===== src/hw/macrocell_pkg.sv =====
// package: constants and types for the output macrocell array
package macrocell_pkg;

  localparam int NUM_CELLS       = 8;
  localparam int TERMS_PER_CELL  = 8;
  localparam int ARRAY_INPUTS    = 16;

  // register map (byte addresses)
  localparam logic [7:0] MODE_OFFSET     = 8'h00;
  localparam logic [7:0] CELLCFG_OFFSET  = 8'h04;
  localparam logic [7:0] PTERM_OFFSET    = 8'h08;
  localparam logic [7:0] STATUS_OFFSET   = 8'h0c;
  localparam logic [7:0] PINS_IN_OFFSET  = 8'h10;
  localparam logic [7:0] PD_CTRL_OFFSET  = 8'h14;

  // product-term memory: index = cell*8 + term, each word = one 16-bit mask of array inputs
  localparam int PTERM_ADDR_LSB  = 16;
  localparam int PTERM_ADDR_W    = 6;

  localparam logic [1:0]  MODE_RESET     = 2'h2;
  localparam logic [15:0] CELLCFG_RESET  = 16'h0000;
  localparam logic [7:0]  CELL_REG_RESET = 8'h00;

  typedef enum logic [1:0] {
    MODE_REGISTERED = 2'b00,
    MODE_COMPLEX    = 2'b01,
    MODE_SIMPLE     = 2'b10
  } arch_mode_t;

  // per-cell role, two bits per macrocell
  typedef enum logic [1:0] {
    ROLE_INPUT      = 2'b00,
    ROLE_COMB       = 2'b01,
    ROLE_REGISTERED = 2'b10
  } cell_role_t;

  typedef enum logic [1:0] {
    BUS_IDLE  = 2'b00,
    BUS_WRITE = 2'b01,
    BUS_READ  = 2'b10
  } bus_state_t;

endpackage


===== src/hw/pterm_mem.sv =====
// product-term mask memory with registered read data
`timescale 1ns/1ns
module pterm_mem
  import macrocell_pkg::*;
#(
  parameter int DEPTH = 64,
  parameter int WIDTH = 32,
  parameter int AW    = 6
)
(
  input  wire logic          clk,
  input  wire logic          wr_en,
  input  wire logic [AW-1:0] wr_addr,
  input  wire logic [WIDTH-1:0] wr_data,
  input  wire logic [AW-1:0] rd_addr,
  output logic [WIDTH-1:0]   rd_data
);

  logic [WIDTH-1:0] mem [DEPTH];

  // elaboration-time guard: every address must name exactly one word
  if (DEPTH != (1 << AW))
  begin : g_bad_depth
    $error("pterm_mem depth must equal 2**AW");
  end

  // no reset: contents are loaded by software before use
  always_ff @(posedge clk)
  begin
    if (wr_en)
      mem[wr_addr] <= wr_data;
  end

  always_ff @(posedge clk)
  begin
    rd_data <= mem[rd_addr];
  end

endmodule


===== src/hw/pld_output_macrocell_modes.sv =====
// top: eight configurable output macrocells with an ahb-lite configuration port
//
// Notes on behaviour
// registered mode: first pin is common clock, eleventh is common enable, not inputs.
// registered cell updates on common clock, enabled by common pin, eight terms summed.
// combinatorial cell in registered mode: one enable term, seven sum terms.
// input-configured cell keeps its output driver off.
// complex mode: clock/enable pins enter array via outer cells' feedback paths.
// complex mode: six inner cells feed pins back; outer two are output only.
// complex mode: seven sum terms plus one output-enable term per cell.
// simple mode: eight sum terms; clock and enable pins are plain inputs.
// simple mode: centre two cells always enabled combinatorial, no feedback.
// simple mode: other cells input or comb output, feedback via adjacent pin.
// configuring software picks the mode from register and enable usage.
// with power-down enabled, the power-down pin is no array input.
// at reset registers clear low, registered outputs present high.
// during power-down outputs, enables and state hold; inputs ignored.
// register captures sum on rising common clock; pin shows inverted value.
//
// Design decisions made here: the register offsets and register access over AHB-Lite.
`timescale 1ns/1ns
module pld_output_macrocell_modes
  import macrocell_pkg::*;
#(
  parameter int NCELL = NUM_CELLS
)
(
  input  wire logic        hclk,
  input  wire logic        hresetn,
  input  wire logic        hsel,
  input  wire logic [31:0] haddr,
  input  wire logic [1:0]  htrans,
  input  wire logic        hwrite,
  input  wire logic [2:0]  hsize,
  input  wire logic [31:0] hwdata,
  input  wire logic        hready,
  output logic [31:0]      hrdata,
  output logic             hreadyout,
  output logic             hresp,
  input  wire logic        clk_pin,
  input  wire logic        oe_n_pin,
  input  wire logic [7:0]  dedicated_in,
  input  wire logic [7:0]  io_in,
  output logic [7:0]       io_out,
  output logic [7:0]       io_oe
);

  localparam int PD_INPUT = 2;

  // elaboration-time guard: pin routing below is written for eight cells
  if (NCELL != 8)
  begin : g_bad_cells
    $error("macrocell array is fixed at eight cells");
  end

  // ------------------------------------------------------------------
  // configuration registers
  // ------------------------------------------------------------------
  arch_mode_t  mode_reg;
  logic [15:0] cellcfg_reg;
  logic        pd_enable_reg;
  logic        pd_pin_reg;
  logic [7:0]  cell_reg;
  logic        clk_pin_d_reg;
  bus_state_t  bus_state_reg;
  logic [7:0]  addr_reg;
  logic [31:0] rd_word_reg;

  logic        pt_wr_en;
  logic [5:0]  pt_rd_addr;
  logic [31:0] pt_rd_data;
  logic [5:0]  scan_reg;
  logic [63:0] pterm_reg;

  wire logic addr_phase = hsel && hready && htrans[1];

  // ------------------------------------------------------------------
  // ahb-lite slave: no wait states on reads or writes; hreadyout stays high
  // ------------------------------------------------------------------
  always_ff @(posedge hclk or negedge hresetn)
  begin
    if (!hresetn)
    begin
      bus_state_reg <= BUS_IDLE;
      addr_reg      <= 8'h00;
    end
    else if (addr_phase)
    begin
      bus_state_reg <= hwrite ? BUS_WRITE : BUS_READ;
      addr_reg      <= haddr[7:0];
    end
    else if (hreadyout)
      bus_state_reg <= BUS_IDLE;
  end

  always_ff @(posedge hclk or negedge hresetn)
  begin
    if (!hresetn)
      hreadyout <= 1'b1;
    else
      hreadyout <= 1'b1;
  end

  always_ff @(posedge hclk or negedge hresetn)
  begin
    if (!hresetn)
      hresp <= 1'b0;
    else
      hresp <= 1'b0;
  end

  wire logic wr_now = (bus_state_reg == BUS_WRITE);

  always_ff @(posedge hclk or negedge hresetn)
  begin
    if (!hresetn)
    begin
      mode_reg      <= arch_mode_t'(MODE_RESET);
      cellcfg_reg   <= CELLCFG_RESET;
      pd_enable_reg <= 1'b0;
    end
    else if (wr_now)
    begin
      unique case (addr_reg)
        MODE_OFFSET:    mode_reg <= (hwdata[1:0] == 2'b11) ? mode_reg : arch_mode_t'(hwdata[1:0]);
        CELLCFG_OFFSET: cellcfg_reg <= hwdata[15:0];
        PD_CTRL_OFFSET: pd_enable_reg <= hwdata[0];
        default:        ;
      endcase
    end
  end

  // product-term words: address field selects cell*8+term
  assign pt_wr_en   = wr_now && (addr_reg == PTERM_OFFSET);
  assign pt_rd_addr = scan_reg;

  pterm_mem #(.DEPTH(64), .WIDTH(32), .AW(PTERM_ADDR_W)) u_pterm (
    .clk     (hclk),
    .wr_en   (pt_wr_en),
    .wr_addr (hwdata[PTERM_ADDR_LSB +: PTERM_ADDR_W]),
    .wr_data ({16'h0000, hwdata[15:0]}),
    .rd_addr (pt_rd_addr),
    .rd_data (pt_rd_data)
  );

  // ------------------------------------------------------------------
  // term scan: the memory is swept continuously into a flat term table;
  // this costs latency after a term write but keeps one read port
  // ------------------------------------------------------------------
  logic [5:0] scan_d_reg;

  always_ff @(posedge hclk or negedge hresetn)
  begin
    if (!hresetn)
    begin
      scan_reg   <= 6'h00;
      scan_d_reg <= 6'h00;
    end
    else
    begin
      scan_reg   <= scan_reg + 6'h01;
      scan_d_reg <= scan_reg;
    end
  end

  logic [15:0] mask_tab [64];
  always_ff @(posedge hclk)
  begin
    mask_tab[scan_d_reg] <= pt_rd_data[15:0];
  end

  // ------------------------------------------------------------------
  // array inputs and feedback
  // ------------------------------------------------------------------
  logic [15:0] arr_in;
  logic [7:0]  fb;
  logic        pd_active;

  assign pd_active = pd_enable_reg && pd_pin_reg;

  always_comb
  begin
    arr_in = {dedicated_in, 8'h00};
    if (pd_enable_reg)
      arr_in[8 + PD_INPUT] = 1'b0;
    unique case (mode_reg)
      MODE_REGISTERED:
      begin
        // pins 1 and 11 serve only as clock and enable
        arr_in[7:0] = fb;
      end
      MODE_COMPLEX:
      begin
        arr_in[7:0] = {clk_pin, fb[6:1], oe_n_pin};
      end
      default:
      begin
        // clock and enable pins use the slots left free beside the centre cells
        arr_in[7:0] = fb;
        arr_in[2]   = clk_pin;
        arr_in[5]   = oe_n_pin;
      end
    endcase
  end

  // ------------------------------------------------------------------
  // per-cell sum terms, enables and feedback
  // ------------------------------------------------------------------
  logic [7:0] sum8;
  logic [7:0] sum7;
  logic [7:0] pt_oe;
  logic [7:0] oe_next;
  logic [7:0] out_next;

  genvar c;
  generate
    for (c = 0; c < 8; c++)
    begin : g_cell
      logic [7:0] pt;
      cell_role_t role;
      assign role = cell_role_t'(cellcfg_reg[2*c +: 2]);
      for (genvar t = 0; t < 8; t++)
      begin : g_term
        // a term is the and of the array inputs its mask selects; empty mask is low
        assign pt[t] = (mask_tab[c*8+t] != 16'h0000) && ((arr_in & mask_tab[c*8+t]) == mask_tab[c*8+t]);
      end
      assign sum8[c]  = |pt;
      assign sum7[c]  = |pt[7:1];
      assign pt_oe[c] = pt[0];

      always_comb
      begin
        oe_next[c]  = 1'b0;
        out_next[c] = sum7[c];
        unique case (mode_reg)
          MODE_REGISTERED:
          begin
            if (role == ROLE_REGISTERED)
            begin
              out_next[c] = ~cell_reg[c];
              oe_next[c]  = ~oe_n_pin;
            end
            else if (role == ROLE_COMB)
              oe_next[c] = pt_oe[c];
          end
          MODE_COMPLEX:
            oe_next[c] = (role != ROLE_INPUT) ? pt_oe[c] : 1'b0;
          default:
          begin
            out_next[c] = sum8[c];
            if (c == 3 || c == 4)
              oe_next[c] = 1'b1;
            else
              oe_next[c] = (role != ROLE_INPUT);
          end
        endcase
      end
    end
  endgenerate

  always_comb
  begin
    unique case (mode_reg)
      MODE_REGISTERED:
      begin
        for (int i = 0; i < 8; i++)
          fb[i] = (cell_role_t'(cellcfg_reg[2*i +: 2]) == ROLE_REGISTERED) ? cell_reg[i] : io_in[i];
      end
      MODE_COMPLEX:
        fb = io_in;
      default:
      begin
        // paths other than 2 and 5 carry a neighbour's pin; centre pins never reach the array
        fb = {io_in[6], io_in[7], 1'b0, io_in[5], io_in[2], 1'b0, io_in[0], io_in[1]};
      end
    endcase
  end

  // ------------------------------------------------------------------
  // common clock edge detection and macrocell registers
  // ------------------------------------------------------------------
  always_ff @(posedge hclk or negedge hresetn)
  begin
    if (!hresetn)
    begin
      clk_pin_d_reg <= 1'b0;
      pd_pin_reg    <= 1'b0;
    end
    else
    begin
      clk_pin_d_reg <= clk_pin;
      pd_pin_reg    <= dedicated_in[PD_INPUT];
    end
  end

  wire logic clk_rise = clk_pin && !clk_pin_d_reg;

  always_ff @(posedge hclk or negedge hresetn)
  begin
    if (!hresetn)
      cell_reg <= CELL_REG_RESET;
    else if (mode_reg == MODE_REGISTERED && clk_rise && !pd_active)
    begin
      for (int i = 0; i < 8; i++)
        if (cell_role_t'(cellcfg_reg[2*i +: 2]) == ROLE_REGISTERED)
          cell_reg[i] <= sum8[i];
    end
  end

  always_ff @(posedge hclk or negedge hresetn)
  begin
    if (!hresetn)
    begin
      io_out <= 8'hff;
      io_oe  <= 8'h00;
    end
    else if (!pd_active)
    begin
      io_out <= out_next;
      io_oe  <= oe_next;
    end
  end

  // ------------------------------------------------------------------
  // read data
  // ------------------------------------------------------------------
  always_ff @(posedge hclk or negedge hresetn)
  begin
    if (!hresetn)
      hrdata <= 32'h0000_0000;
    else if (addr_phase && !hwrite)
    begin
      unique case (haddr[7:0])
        MODE_OFFSET:    hrdata <= {30'h0, mode_reg};
        CELLCFG_OFFSET: hrdata <= {16'h0, cellcfg_reg};
        STATUS_OFFSET:  hrdata <= {15'h0, pd_active, cell_reg, io_oe};
        PINS_IN_OFFSET: hrdata <= {16'h0, arr_in};
        PD_CTRL_OFFSET: hrdata <= {31'h0, pd_enable_reg};
        default:        hrdata <= 32'h0000_0000;
      endcase
    end
  end

  // ------------------------------------------------------------------
  // checks
  // ------------------------------------------------------------------
  property p_input_off;
    @(posedge hclk) disable iff (!hresetn)
    (mode_reg == MODE_COMPLEX && cellcfg_reg[1:0] == 2'b00 && !pd_active) |=> !io_oe[0];
  endproperty
  a_input_off: assert property (p_input_off) else $error("input cell drove its pin");

  property p_centre_on;
    @(posedge hclk) disable iff (!hresetn)
    (mode_reg == MODE_SIMPLE && !pd_active) |=> (io_oe[4:3] == 2'b11);
  endproperty
  a_centre_on: assert property (p_centre_on) else $error("centre cells not enabled");

  property p_pd_hold;
    @(posedge hclk) disable iff (!hresetn)
    pd_active |=> ($stable(io_out) && $stable(io_oe) && $stable(cell_reg));
  endproperty
  a_pd_hold: assert property (p_pd_hold) else $error("state moved in power-down");

  property p_reg_inv;
    @(posedge hclk) disable iff (!hresetn)
    (mode_reg == MODE_REGISTERED && cellcfg_reg[1:0] == 2'b10 && !pd_active) |=> (io_out[0] == ~$past(cell_reg[0]));
  endproperty
  a_reg_inv: assert property (p_reg_inv) else $error("registered pin not inverted");

  property p_reg_oe;
    @(posedge hclk) disable iff (!hresetn)
    (mode_reg == MODE_REGISTERED && cellcfg_reg[1:0] == 2'b10 && !pd_active) |=> (io_oe[0] == !$past(oe_n_pin));
  endproperty
  a_reg_oe: assert property (p_reg_oe) else $error("common enable ignored");

  property p_no_clk_hold;
    @(posedge hclk) disable iff (!hresetn)
    !clk_rise |=> $stable(cell_reg);
  endproperty
  a_no_clk_hold: assert property (p_no_clk_hold) else $error("register moved without clock edge");

  property p_pd_input;
    @(posedge hclk) disable iff (!hresetn)
    pd_enable_reg |-> !arr_in[8 + PD_INPUT];
  endproperty
  a_pd_input: assert property (p_pd_input) else $error("power-down pin reached array");

  property p_reg_pins;
    @(posedge hclk) disable iff (!hresetn)
    (mode_reg == MODE_REGISTERED && $stable(mode_reg) && $stable(cellcfg_reg) && $stable(io_in) && $stable(cell_reg))
      |-> $stable(arr_in[7:0]);
  endproperty
  a_reg_pins: assert property (p_reg_pins) else $error("clock pin entered array");

  c_reg_clock:  cover property (@(posedge hclk) disable iff (!hresetn) clk_rise && mode_reg == MODE_REGISTERED);
  c_power_down: cover property (@(posedge hclk) disable iff (!hresetn) pd_active ##1 !pd_active);
  c_term_write: cover property (@(posedge hclk) disable iff (!hresetn) pt_wr_en);

endmodule


===== config.mk =====
export PLATFORM = sky130hd
export DESIGN_NAME = pld_output_macrocell_modes
export DESIGN_NICKNAME = d
export VERILOG_FILES = /design/src/hw/macrocell_pkg.sv /design/src/hw/pterm_mem.sv /design/src/hw/pld_output_macrocell_modes.sv
export SDC_FILE = /design/constraint.sdc
export NUM_CORES = 2
export LEC_CHECK = 0
export ABC_AREA = 1
export ABC_CLOCK_PERIOD_IN_PS = 6100
export BUFFER_PORTS_ARGS = -buffer_cell sky130_fd_sc_hd__buf_4
export CAP_MARGIN = 20
export CORE_ASPECT_RATIO = 0.75
export CORE_MARGIN = 2
export CORE_UTILIZATION = 40
export CTS_CLUSTER_SIZE = 16
export DETAILED_ROUTE_END_ITERATION = 10
export GPL_ROUTABILITY_DRIVEN = 0
export GPL_TIMING_DRIVEN = 1
export PLACE_DENSITY = 0.53
export SLEW_MARGIN = 20
export SYNTH_ARGS = -nofsm -noshare
export SYNTH_HDL_FRONTEND = slang
export SYNTH_HIERARCHICAL = 1
export SYNTH_SLANG_ARGS = --single-unit

===== constraint.sdc =====
create_clock -name hclk -period 6.1 [get_ports hclk]
set_input_delay 0.915 -clock hclk [delete_from_list [all_inputs] [get_ports hclk]]
set_output_delay 0.915 -clock hclk [all_outputs]
set_load 0.02 [all_outputs]

==> results.toml <==
[place]
placed_area_mm2 = 0.0942
port_buffers = 86
hpwl_um = 161000

[yosys]
synth.avg_cell_area_um2 = 10.9
ys_warn_count = 6
synth_cells = 8299
synth.cell_area_mm2 = 0.0905

[cts]
clock_sinks = 2148
cts_tree = "done"
cts_made_buffers = 212
cts.clk_slew.worst_paths_ns = 0.06
htreeDepth = 4
ctsRootBufferMaster = "clkbuf_16"
clock_latency_ns = 0.89
clk_path_buf_depth = 3

[routing]
drt_iter0_drc = 8379
viasPerCell = 5.44
routed_wl_um = 283000
dr.pass1.iters = 8
drc_errors = 0
antenna_left = 0
wl_per_cell_um = 24.7
vias = 62300

[global_route]
grt_max_degree = 178
antenna_found_initial = 18
grt_pass1_vias = 57800
grt_pass1_wl_um = 404000
track_usage_pct = 24.1
grt.overflow.total = 0

[critical_path]
max_stage_delay_ns = 0.87
crit_top_cell = "nand2_1"
critical_path_class = "flip-flop to flip-flop"
path_buf_inv = 4
path_cells = "inv_1 -> nand3_1 -> nand2_1 -> inv_2 -> nand2_1 -> buf_4 -> nor2_1 -> nor2_1 -> nand3_1 -> nand2_1 -> nor2_1 -> nand2_1 -> nand2_1 -> nand3_1 -> nand2_1 -> inv_1"
reg2reg_setup_slack_ns = 1.75
startpoint_type = "flip-flop"
cp_slowest_cell = "dfstp_2"
crit_arrival_ns = 5.15
crit_family = "simple AND/OR/NAND/NOR gates"
worstPathMaxFanout = 20
required_ns = 6.90
cp-end-kind = "flip-flop"

[floorplan]
io_pins = 142
die_w_um = 553
die_area_mm2 = 0.230
placementRows = 151
core_mm2 = 0.225
start_util_pct = 40.1
die_y_um = 416

[layout]
layout.cells.most_common = "nand2_1"
drive_above_1_share_pct = 8.27
mostFrequentLayoutCells = "nand2_1, edfxtp_1, nand3_1"
area_growth_pct = 11.5
largestRegisters = "mask_tab: 1024 flops, u_pterm/mem: 1024 flops, hrdata: 17 flops"
final_area_mm2 = 0.101
nFillCells = 20700
nNetsFinal = 8377

[power]
powerDensity_mw_per_mm2 = 302
vdd_drop_max_uv = 277
power_leakage_nw = 37.1

[timing]
fin_tns_setup_ns = 0
rsz0062_at_grt = "no"
post-route-period-util_pct = 71.4
setup_viol = 0
min_period_ns = 4.35
max_freq_mhz = 230
drv_slew = 0
relSlewSlack_pct = 18.1
skew_ns = 0.0634
finalHoldViolCount = 0
tightest_slew_ns = 1.23

[run]
maxCapViolations = 0

[outcome]
status = "finished, final reports clean"

[hold_path]
hp-class = "input pin to flip-flop"
[path summary, 6_finish.rpt]
| kind | startpoint | endpoint | cells past startpoint |
|---|---|---|---|
| setup / recovery | mode_reg[1] | io_out[1] | 16 |
| hold / removal | dedicated_in[2] | pd_pin_reg | 1 |
| setup reg to reg | mode_reg[1] | io_out[1] | 16 |
| hold reg to reg | addr_reg[2] | addr_reg[2] | 2 |
| max in group asynchronous | hresetn | pt_rd_addr[1] | 3 |
| min in group asynchronous | hresetn | hrdata[10] | 2 |
[per-layer routing]
| metal | wire [um] | GRT usage [%] | part of all wire [%] |
|---|---|---|---|
| met1 | 128000 | 37.0 | 45 |
| met2 | 117000 | 34.1 | 41 |
| met3 | 31700 | 5.88 | 11 |
| met4 | 6320 | 5.94 | 2.2 |
| met5 | 18 | 0 | 0.0064 |
[power breakdown]
group	leakage [nW]	internal (W)	total [W]	switching, W
Clock	3.23	0.00705	0.0127	0.00569
Combinational	14.3	0.000344	0.00159	0.00125
Sequential	19.6	0.0161	0.0161	0.0000496
Total	37.1	0.0235	0.0304	0.00699
[layout make-up]
class                   count  area [um^2]  share of cell area (%)
clock buffers             262         5640                    5.59
repair buffers            318         2560                    2.54
diodes                      7         17.5                  0.0174
flip-flops and latches   2148        64000                    63.4
multi-input cells        5159        22200                    22.0
inverters                 445         1700                    1.69
clock inverters           125         1010                   0.999
well taps                2983         3730                    3.70
[per-stage QoR]
step / worst slack (ns) / instances / utilization [%] / hold slack [ns] / total power [W]
3_3_place_gp: 1.86 / 11100 / 41.8 / 0.474 / 0.0180
6_report: 1.75 / 11400 / 44.8 / 0.193 / 0.0304
3_5_place_dp: 1.84 / 11100 / 41.8 / 0.482 / 0.0180
4_1_cts: 1.82 / 11400 / 44.8 / 0.134 / 0.0306
5_1_grt: 1.58 / 11400 / 44.8 / 0.159 / 0.0313
2_1_floorplan: 2.67 / 8314 / - / 0.390 / 0.0172
[what timing repair did]
item                                   4_1_cts  5_1_grt
resized for setup                            0        0
buffers inserted                             0        0
hold buffers                                 1        0
endpoints found under the hold margin       13        0
Power figures use the tool's default switching activity.
